### config.mk
export PLATFORM = sky130hd
export DESIGN_NAME = micx_exec
export DESIGN_NICKNAME = d
export VERILOG_FILES = /design/src/design/micx_pkg.sv /design/src/design/micx_alu.sv /design/src/design/micx_exec.sv
export VERILOG_INCLUDE_DIRS = /design/src /design/src/design
export SDC_FILE = /design/constraint.sdc
export NUM_CORES = 1
export LEC_CHECK = 0
export ABC_AREA = 1
export BUFFER_PORTS_ARGS = -buffer_cell sky130_fd_sc_hd__buf_2
export CAP_MARGIN = 20
export CORE_MARGIN = 4
export CORE_UTILIZATION = 30
export DETAILED_ROUTE_END_ITERATION = 6
export GPL_ROUTABILITY_DRIVEN = 0
export GPL_TIMING_DRIVEN = 0
export PLACE_DENSITY = 0.64
export SYNTH_ARGS = -nofsm -noshare
export SYNTH_HDL_FRONTEND = slang
export SYNTH_SLANG_ARGS = --single-unit
### constraint.sdc
create_clock -name clk_sys -period 5.1 [get_ports clk_sys]
set_input_delay 0.51 -clock clk_sys [delete_from_list [all_inputs] [get_ports clk_sys]]
set_output_delay 0.51 -clock clk_sys [all_outputs]
set_load 0.01 [all_outputs]
### src/design/micx_params.svh
// micx_params.svh: constants for the instruction execution unit.
// assumes inclusion by design files only; definitions, no logic.
`ifndef MICX_PARAMS_SVH
`define MICX_PARAMS_SVH
`define MICX_DATA_W 8
`define MICX_ADDR_W 8
`define MICX_PC_W 12
`define MICX_ACC_RST 8'h00
`define MICX_PC_RST 12'h000
`define MICX_ONE 8'h01
`define MICX_JUMP_CYCLES 2
`endif

### src/design/micx_pkg.sv
// micx_pkg.sv: types shared by the execution unit files.
// assumes micx_params.svh is on the include path.
`include "micx_params.svh"
package micx_pkg;
    typedef enum logic [3:0] {
        MICX_OP_NOP,
        MICX_OP_DEC_M,
        MICX_OP_DEC_A,
        MICX_OP_INC_M,
        MICX_OP_INC_A,
        MICX_OP_HALT,
        MICX_OP_JUMP,
        MICX_OP_LD_M,
        MICX_OP_LD_I,
        MICX_OP_ST
    } micx_op_t;

    typedef struct packed {
        micx_op_t op;
        logic [`MICX_ADDR_W-1:0] addr;
        logic [`MICX_DATA_W-1:0] imm;
        logic [`MICX_PC_W-1:0] target;
    } micx_instr_t;

    typedef struct packed {
        logic power_down_flag;
        logic watchdog_timeout_flag;
        logic zero_flag;
    } micx_flags_t;
endpackage

### src/design/micx_alu.sv
// micx_alu.sv: increment/decrement unit with zero detection.
// assumes a purely combinational use inside the execution unit.
`timescale 1ns/1ps
`default_nettype none
module micx_alu
    import micx_pkg::*;
#(
    parameter int DW = `MICX_DATA_W
) (
    // operand and select
    input wire logic [DW-1:0] operand,
    input wire logic decrement,
    // result
    output logic [DW-1:0] result,
    output logic is_zero
);
    wire logic [DW-1:0] one = DW'(`MICX_ONE);
    assign result = decrement ? operand - one : operand + one;
    assign is_zero = (result == '0);
endmodule
`default_nettype wire

### src/design/micx_exec.sv
// micx_exec.sv: executes inc/dec, move, jump and power-down instructions.
// assumes one instruction offered per cycle with instr_valid, data memory
// read combinationally through mem_rdata at mem_addr.
`timescale 1ns/1ps
`default_nettype none
// How it works
// - decrement memory, write back, update zero
// - decrement into accumulator, memory kept, zero
// - power-down stops execution, gates clock, keeps state
// - power-down clears watchdog counter and prescaler
// - power-down sets pd flag, clears timeout
// - increment memory, write back, update zero
// - increment into accumulator, memory kept, zero
// - jump loads pc with target, no flags
// - jump takes two cycles, dummy second
// - load accumulator from memory, flags kept
// - load accumulator immediate, flags kept
// - store accumulator to memory, flags kept
module micx_exec
    import micx_pkg::*;
#(
    parameter int DW = `MICX_DATA_W,
    parameter int AW = `MICX_ADDR_W,
    parameter int PW = `MICX_PC_W
) (
    // clock and reset
    input wire logic clk_sys,
    input wire logic rst_n,
    // instruction in
    input wire micx_instr_t instr,
    input wire logic instr_valid,
    // wake from power down and watchdog timeout event
    input wire logic wake,
    input wire logic watchdog_timeout,
    // data memory
    input wire logic [DW-1:0] mem_rdata,
    output logic [AW-1:0] mem_addr,
    output logic [DW-1:0] mem_wdata,
    output logic mem_we,
    // core state
    output logic [DW-1:0] accumulator_register,
    output logic [PW-1:0] pc,
    output micx_flags_t flags,
    // status and control
    output logic instr_ready,
    output logic dummy_cycle,
    output logic sys_clk_en,
    output logic watchdog_clear
);
    typedef enum logic [1:0] {
        MICX_RUN,
        MICX_JUMP2,
        MICX_SLEEP
    } micx_state_t;

    micx_state_t state;
    micx_state_t next_state;

    wire logic take = instr_valid && (state == MICX_RUN);
    wire micx_op_t op = instr.op;
    wire logic is_dec = (op == MICX_OP_DEC_M) || (op == MICX_OP_DEC_A);
    wire logic is_incdec = is_dec || (op == MICX_OP_INC_M)
                           || (op == MICX_OP_INC_A);
    wire logic to_mem = (op == MICX_OP_DEC_M) || (op == MICX_OP_INC_M);
    wire logic [DW-1:0] alu_result;
    wire logic alu_zero;

    micx_alu #(.DW(DW)) u_alu (
        .operand(mem_rdata),
        .decrement(is_dec),
        .result(alu_result),
        .is_zero(alu_zero)
    );

    // memory address follows the instruction combinationally for the read;
    // write strobe and data below are registered, the address is not
    assign mem_addr = instr.addr;

    wire logic wr_incdec = take && is_incdec && to_mem;
    wire logic wr_store = take && (op == MICX_OP_ST);
    wire logic [DW-1:0] next_wdata = wr_store ? accumulator_register
                                              : alu_result;
    wire logic acc_incdec = take && is_incdec && !to_mem;
    wire logic acc_mem = take && (op == MICX_OP_LD_M);
    wire logic acc_imm = take && (op == MICX_OP_LD_I);
    wire logic do_halt = take && (op == MICX_OP_HALT);
    wire logic do_jump = take && (op == MICX_OP_JUMP);
    wire logic step = take && !do_halt && !do_jump;

    always_comb begin
        next_state = state;
        case (state)
            MICX_RUN: begin
                if (do_jump) begin
                    next_state = MICX_JUMP2;
                end else if (do_halt) begin
                    next_state = MICX_SLEEP;
                end
            end
            MICX_JUMP2: next_state = MICX_RUN;
            MICX_SLEEP: begin
                if (wake) begin
                    next_state = MICX_RUN;
                end
            end
            default: next_state = MICX_RUN;
        endcase
    end

    always_ff @(posedge clk_sys) begin
        if (!rst_n) begin
            state <= MICX_RUN;
        end else begin
            state <= next_state;
        end
    end

    // memory write port, registered
    always_ff @(posedge clk_sys) begin
        if (!rst_n) begin
            mem_we <= 1'b0;
            mem_wdata <= '0;
        end else begin
            mem_we <= wr_incdec || wr_store;
            mem_wdata <= next_wdata;
        end
    end

    // accumulator; inc/dec to memory leaves it alone
    always_ff @(posedge clk_sys) begin
        if (!rst_n) begin
            accumulator_register <= DW'(`MICX_ACC_RST);
        end else if (acc_incdec) begin
            accumulator_register <= alu_result;
        end else if (acc_mem) begin
            accumulator_register <= mem_rdata;
        end else if (acc_imm) begin
            accumulator_register <= instr.imm;
        end
    end

    // program counter; the jump loads the target in its first cycle and the
    // second cycle is the dummy slot, so fetch resumes at the target after it
    always_ff @(posedge clk_sys) begin
        if (!rst_n) begin
            pc <= PW'(`MICX_PC_RST);
        end else if (do_jump) begin
            pc <= instr.target;
        end else if (step) begin
            pc <= pc + PW'(1);
        end
    end

    // only inc/dec touch zero; moves, jump and halt leave it
    always_ff @(posedge clk_sys) begin
        if (!rst_n) begin
            flags <= '0;
        end else begin
            if (take && is_incdec) begin
                flags.zero_flag <= alu_zero;
            end
            if (do_halt) begin
                flags.power_down_flag <= 1'b1;
                flags.watchdog_timeout_flag <= 1'b0;
            end else if (watchdog_timeout) begin
                flags.watchdog_timeout_flag <= 1'b1;
            end
        end
    end

    // halt holds off further instructions; data memory, accumulator and pc are
    // untouched because their updates above are gated by take (timeout flag is not)
    always_ff @(posedge clk_sys) begin
        if (!rst_n) begin
            instr_ready <= 1'b1;
            dummy_cycle <= 1'b0;
            sys_clk_en <= 1'b1;
            watchdog_clear <= 1'b0;
        end else begin
            instr_ready <= (next_state == MICX_RUN);
            dummy_cycle <= do_jump;
            sys_clk_en <= (next_state != MICX_SLEEP);
            watchdog_clear <= do_halt;
        end
    end
endmodule
`default_nettype wire

==> results of run 1 <==
sequential cells by signal, indices dropped and copies added (netlist names), 2 cells and up:
signal / cells
pc: 12
flags: 3
accumulator_register: 8
mem_wdata: 8
state: 2
layer usage:
metal | share of wire, % | routed length, µm
met3 | 6.2 | 405
met5 | 0 | 0
met4 | 1.7 | 108
met1 | 45 | 2950
met2 | 47 | 3080
report_power, final:
part	internal, mW	switching, mW
logic	0.0627	0.0909
registers	0.314	0.0100
clock network	0.146	0.104
total	0.523	0.205
cell families after synthesis:
kind of cell | share of synthesized area, %
and+or+nand+nor | 30.4
AOI/OAI and AO/OA | 18.3
buffers and inverters | 10.2
DFF | 33.1
adders and majority gates | 5.76
xor gates and xnor gates | 2.28
synth_stat cells (4+ instances only):
cell	count
nand2_1	79
inv_2	6
o211ai_1	5
nand3_1	22
dfxtp_1	38
xor2_1	4
ha_1	9
inv_1	29
nor2_1	49
a21oi_1	30
o21ai_0	17
buf_4	9
o21ai_1	14
buf_2	4
worst register-to-register path, cell delays in order, from the launching register on:
cell and delay, ns:
dfxtp_1 0.30, inv_1 0.07, nand2_1 0.06, nor2_1 0.24, nand3_1 0.19, a21oi_1 0.44, nand2_1 0.09, o21ai_0 0.11
nor2_1 0.07
worst paths after layout:
kind	start	end	slack [ns]	depth (start not counted)
max	instr[30]	flags[0]	2.79	12
min	flags[0]	flags[0]	0.46	2
max reg2reg	state[1]	accumulator_register[4]	3.44	8
min reg2reg	flags[0]	flags[0]	0.46	2
layout make-up:
type | instances | share of cell area (%)
Tap cell | 99 | 4.23
Buffer | 16 | 3.37
Sequential cell | 38 | 25.9
Clock buffer | 7 | 2.60
Timing Repair Buffer | 80 | 13.7
Inverter | 36 | 4.65
Clock inverter | 1 | 1.02
Multi-Input combinational cell | 256 | 44.5
==> reports/metrics.yaml, run 1 <==
yosysTopAreaCellShare_pct: 33.1
crit_family: "simple AND/OR/NAND/NOR gates"
worst-path-buf-inv: 2
synth_flop_cell: "dfxtp_1"
grt_pass1_wl_mm: 10.5
async_reset_ff_share_pct: 0
syn_area_um2: 2300
insertion_delay_ns: 0.29
place.detailed.hpwl_mm: 5.37
syn_inst: 346
synth_edf_count: 0
grt-busiest-layer: "met2"
stdcell_area_um2: 2930
h-tree-depth: 2
pre_cts_ws_ns: 2.46
finalPower_mw: 0.728
maxCapViolations: 0
status: "completed"
overflow: 0
setup-tns-final_ns: 0
max-vdd-ir-drop_mv: 0.0966
cpPeakStageDelay_ns: 0.35
cts.sinks: 38
path_max_fanout: 8
cts_tree: "done"
die_x_um: 95.6
wl_mm: 6.54
clk_pin_slew_ns: 0.07
drv_slew: 0
mostFrequentLayoutCells: "84 x buf_2, 79 x nand2_1, 49 x nor2_1"
setup.worst_path.end_class: "flop"
placementRows: 31
p_leak_nw: 1.51
cp.required_ns: 5.32
diodes: 0
dieArea_um2: 9130
fin_nets: 488
ant_nets: 0
worstSetupStartpointType: "primary input"
fillCellCount: 823
rsz0062_at_grt: "false"
coreArea_um2: 7370
drive_above_1_share_pct: 26.3
final_common_cell: "buf_2"
placed_cell_area_um2: 2830
syn_nets: 401
tightest_slew_ns: 0.596
whs_ns: 0.465
fmax_mhz: 432
synth_seq_area_share_pct: 33.1
antenna_found_initial: 0
die_h_um: 95.6
dp.cells: 525
cts.path.max_buffers: 2
multi_input_area_um2: 1310
fin_crit_sh_pct: 45.4
grt_max_degree: 12
area_delta_synth_final_pct: 27.4
met1_usage_pct: 18.3
critPathKind: "in -> reg"
power.density_nw_per_um2: 248
slowest_stage: "ha_1"
post_cts_resized: 0
dr_total_vias: 2488
firstDrtPassIters: 4
start_util_pct: 31.2
synth_top_cell_by_area: "dfxtp_1"
post-route-drc-count: 0
synth_area_leaders: "dfxtp_1 33%, nand2_1 13%, nor2_1 8.0%"
worst_slack_ns: 2.79
stdcell_count: 533
cts.root.buffer_cell: "clkbuf_8"
synthDistinctLibCells: 37
min_period_ns: 2.31
met2_usage_pct: 24.6
avgViaCountPerCell: 4.67
max_slew_margin_pct: 60.2
timing.critical_path.cells: "buf_2 > nor2_1 > nand3_1 > inv_1 > ha_1 > xnor2_1 > nand2_1 > nor2_1 > nand3_1 > nor2_1 > nand3_1 > a21oi_1"
cts-buffers-inserted: 5
arrival_ns: 2.53
clock_skew_ns: 0.00563
final_util_pct: 39.8
syn_avg_cell_area_um2: 6.65
seqCellArea_um2: 761
hold_path.class: "reg -> reg"
pin_count: 89
ys_ff_latch: 38
yosysWarnings: 0
io_buffers: 80
cts_setup_buffers: 0
setup_viol: 0
drtIter0Drc: 78
hold_buffers: 0
routedWlPerCell_um: 12.3
hold_viol_final: 0
grt_pass1_vias: 2315
use_met3_pct: 2.68
grt_use_total_pct: 14.5
No activity file was read; power rests on OpenSTA's default activity.
==> inputs of run 2 (changes only) <==
--- a/config.mk
+++ b/config.mk
@@ -6,7 +6,7 @@
 export SDC_FILE = /design/constraint.sdc
 export NUM_CORES = 1
 export LEC_CHECK = 0
-export ABC_AREA = 1
+export ABC_AREA = 0
 export BUFFER_PORTS_ARGS = -buffer_cell sky130_fd_sc_hd__buf_2
 export CAP_MARGIN = 20
 export CORE_MARGIN = 4
@@ -14,7 +14,7 @@
 export DETAILED_ROUTE_END_ITERATION = 6
 export GPL_ROUTABILITY_DRIVEN = 0
 export GPL_TIMING_DRIVEN = 0
-export PLACE_DENSITY = 0.64
+export PLACE_DENSITY = 0.63
 export SYNTH_ARGS = -nofsm -noshare
 export SYNTH_HDL_FRONTEND = slang
 export SYNTH_SLANG_ARGS = --single-unit
==> constraint.sdc (replaced) <==
create_clock -name clk_sys -period 2.3 [get_ports clk_sys]
set_input_delay 0.23 -clock clk_sys [delete_from_list [all_inputs] [get_ports clk_sys]]
set_output_delay 0.23 -clock clk_sys [all_outputs]
set_load 0.01 [all_outputs]
==> reports/metrics.yaml, run 2 <==
yosysWarnings: 0
p_switching_mw: 0.500
drive_above_1_share_pct: 36.0
syn_avg_cell_area_um2: 8.39
overflow: 0
placed_cell_area_um2: 2910
fin_crit_sh_pct: 97.2
fillCellCount: 819
die_h_um: 97.1
max_slew_margin_pct: 58.0
h-tree-depth: 2
yosysTopAreaCellShare_pct: 31.9
avgViaCountPerCell: 5.26
async_reset_ff_share_pct: 0
diodes: 0
placementRows: 32
area_delta_synth_final_pct: 35.7
internal_power_mw: 1.35
p_comb_share_pct: 23.1
largestRegisters: "pc: 12 flops, accumulator_register: 8 flops, mem_wdata: 8 flops"
setup-tns-final_ns: 0
grt_use_total_pct: 15.1
grt_pass1_wl_mm: 11.7
dieArea_um2: 9430
synth_top_cell_by_area: "dfxtp_1"
dr_total_vias: 2509
synthDistinctLibCells: 58
path_max_fanout: 10
insertion_delay_ns: 0.29
cts.sinks: 38
final_common_cell: "buf_2"
synth_flop_cell: "dfxtp_1"
final_util_pct: 41.8
setup_viol: 0
setup.worst_path.end_class: "flop"
start_util_pct: 30.8
fmax_mhz: 447
routedWlPerCell_um: 15.6
seqPwrFrac_pct: 38.5
cts.root.buffer_cell: "clkbuf_8"
mostFrequentLayoutCells: "84 x buf_2, 38 x dfxtp_1, 25 x nor2_1"
critPathKind: "in -> reg"
ant_nets: 0
yosysMostFrequentCell: "dfxtp_1"
status: "completed"
wl_mm: 7.42
cp.required_ns: 2.54
min_period_ns: 2.24
tightest_slew_ns: 0.624
grt_pass1_vias: 2384
firstDrtPassIters: 6
clock_skew_ns: 0.00215
synth_edf_count: 0
worst_slack_ns: 0.0640
ys_ff_latch: 38
clock_power_share_pct: 38.4
stdcell_area_um2: 3230
p_leak_nw: 1.41
worstSetupStartpointType: "primary input"
die_x_um: 97.1
largest_reg_flops: 12
drv_slew: 0
synth_area_leaders: "dfxtp_1 32%, ha_1 4.7%, a21oi_1 4.2%"
hold_path.class: "in -> reg"
fin_nets: 429
clk_pin_slew_ns: 0.08
pre_cts_ws_ns: -0.658
cts_tree: "done"
arrival_ns: 2.48
place.detailed.hpwl_mm: 5.57
synthTopCellsByCount: "38 x dfxtp_1, 25 x nor2_1, 20 x a21oi_1"
io_buffers: 78
syn_inst: 284
pin_count: 89
hold_buffers: 0
coreArea_um2: 7730
syn_area_um2: 2380
cts.path.max_buffers: 2
max-vdd-ir-drop_mv: 0.302
cts-buffers-inserted: 5
grt_max_degree: 13
largest-register: "pc"
antenna_found_initial: 0
drtIter0Drc: 105
synth_seq_area_share_pct: 31.9
hold_viol_final: 0
power.density_nw_per_um2: 573
post-route-drc-count: 0
maxCapViolations: 0
syn_nets: 339
swShare_pct: 27.0
finalPower_mw: 1.85
[run 2: cell types whose count changed in the layout (fill, tap and decap cells not counted), sizes merged, moves of 9 or more]
cell,previous run,this run
nand2,82,13
mux2i,0,9
nand3,22,6
a211oi,1,13
o21ai,32,19
a21oi,30,20
nor3,3,13
inv,35,13
nor2,51,26
[run 2: repair_timing]
action | 4_1_cts | 5_1_grt
pin swaps | 3 | 6
setup endpoints to repair | 7 | 7
gates cloned | 0 | 1
setup buffers | 2 | 2
gates resized for setup | 7 | 14
[run 2: power by group through the flow]
stage               logic (mW)  registers (mW)  clock network, mW
floorplan                0.219           0.742                  0
finish                   0.428           0.714              0.712
CTS                      0.387           0.714              0.718
global route             0.471           0.718              0.749
global placement         0.364           0.730                  0
detailed placement       0.370           0.730                  0
[run 2: layer usage]
layer	up-vias	GRT usage, %	wire (µm)
met5	-	0	0
met4	0	4.10	76
met3	11	3.59	568
met2	103	25.2	3520
met1	1171	19.5	3260
li1	1224	-	-
[run 2: per-stage QoR]
stage	std cells	hold slack, ns
floorplan	284	0.326
global placement	464	0.462
detailed placement	464	0.476
CTS	474	0.166
global route	477	0.173
finish	477	0.173
[run 2: logic make-up after synthesis]
kind of cell / after synthesis / synth area share, %
compound gates: 85 / 24.3
xor+xnor: 9 / 3.31
fa+ha+maj: 10 / 5.57
buf+inv: 39 / 8.51
flops: 38 / 31.9
mux: 9 / 3.78
simple gates: 94 / 22.6
[run 2: path summary, 6_finish.rpt]
| check | from | end | slack [ns] | cells past startpoint |
|---|---|---|---|---|
| max | instr[28] | accumulator_register[5] | 0.06 | 11 |
| min | instr[31] | mem_we | 0.17 | 2 |
| max reg2reg | state[1] | accumulator_register[3] | 0.39 | 6 |
| min reg2reg | accumulator_register[7] | accumulator_register[7] | 0.48 | 2 |
[run 2: cell type report]
| cell class | instances | area, µm² | area share (%) |
|---|---|---|---|
| Buffer | 25 | 150 | 4.65 |
| Clock buffer | 6 | 82.6 | 2.56 |
| Clock inverter | 2 | 60.1 | 1.86 |
| Inverter | 14 | 52.6 | 1.63 |
| Multi-Input combinational cell | 207 | 1540 | 47.7 |
| Sequential cell | 38 | 761 | 23.5 |
| Tap cell | 102 | 128 | 3.95 |
| Timing Repair Buffer | 83 | 458 | 14.2 |
[run 2: critical path: stages]
cell and delay, ns:
buf_2 0.13, buf_4 0.17, xnor2_2 0.18, nor3_4 0.08, buf_12 0.15, ha_1 0.32
a211oi_2 0.09, or4b_2 0.65, o311ai_2 0.13, buf_4 0.18, o221a_2 0.17
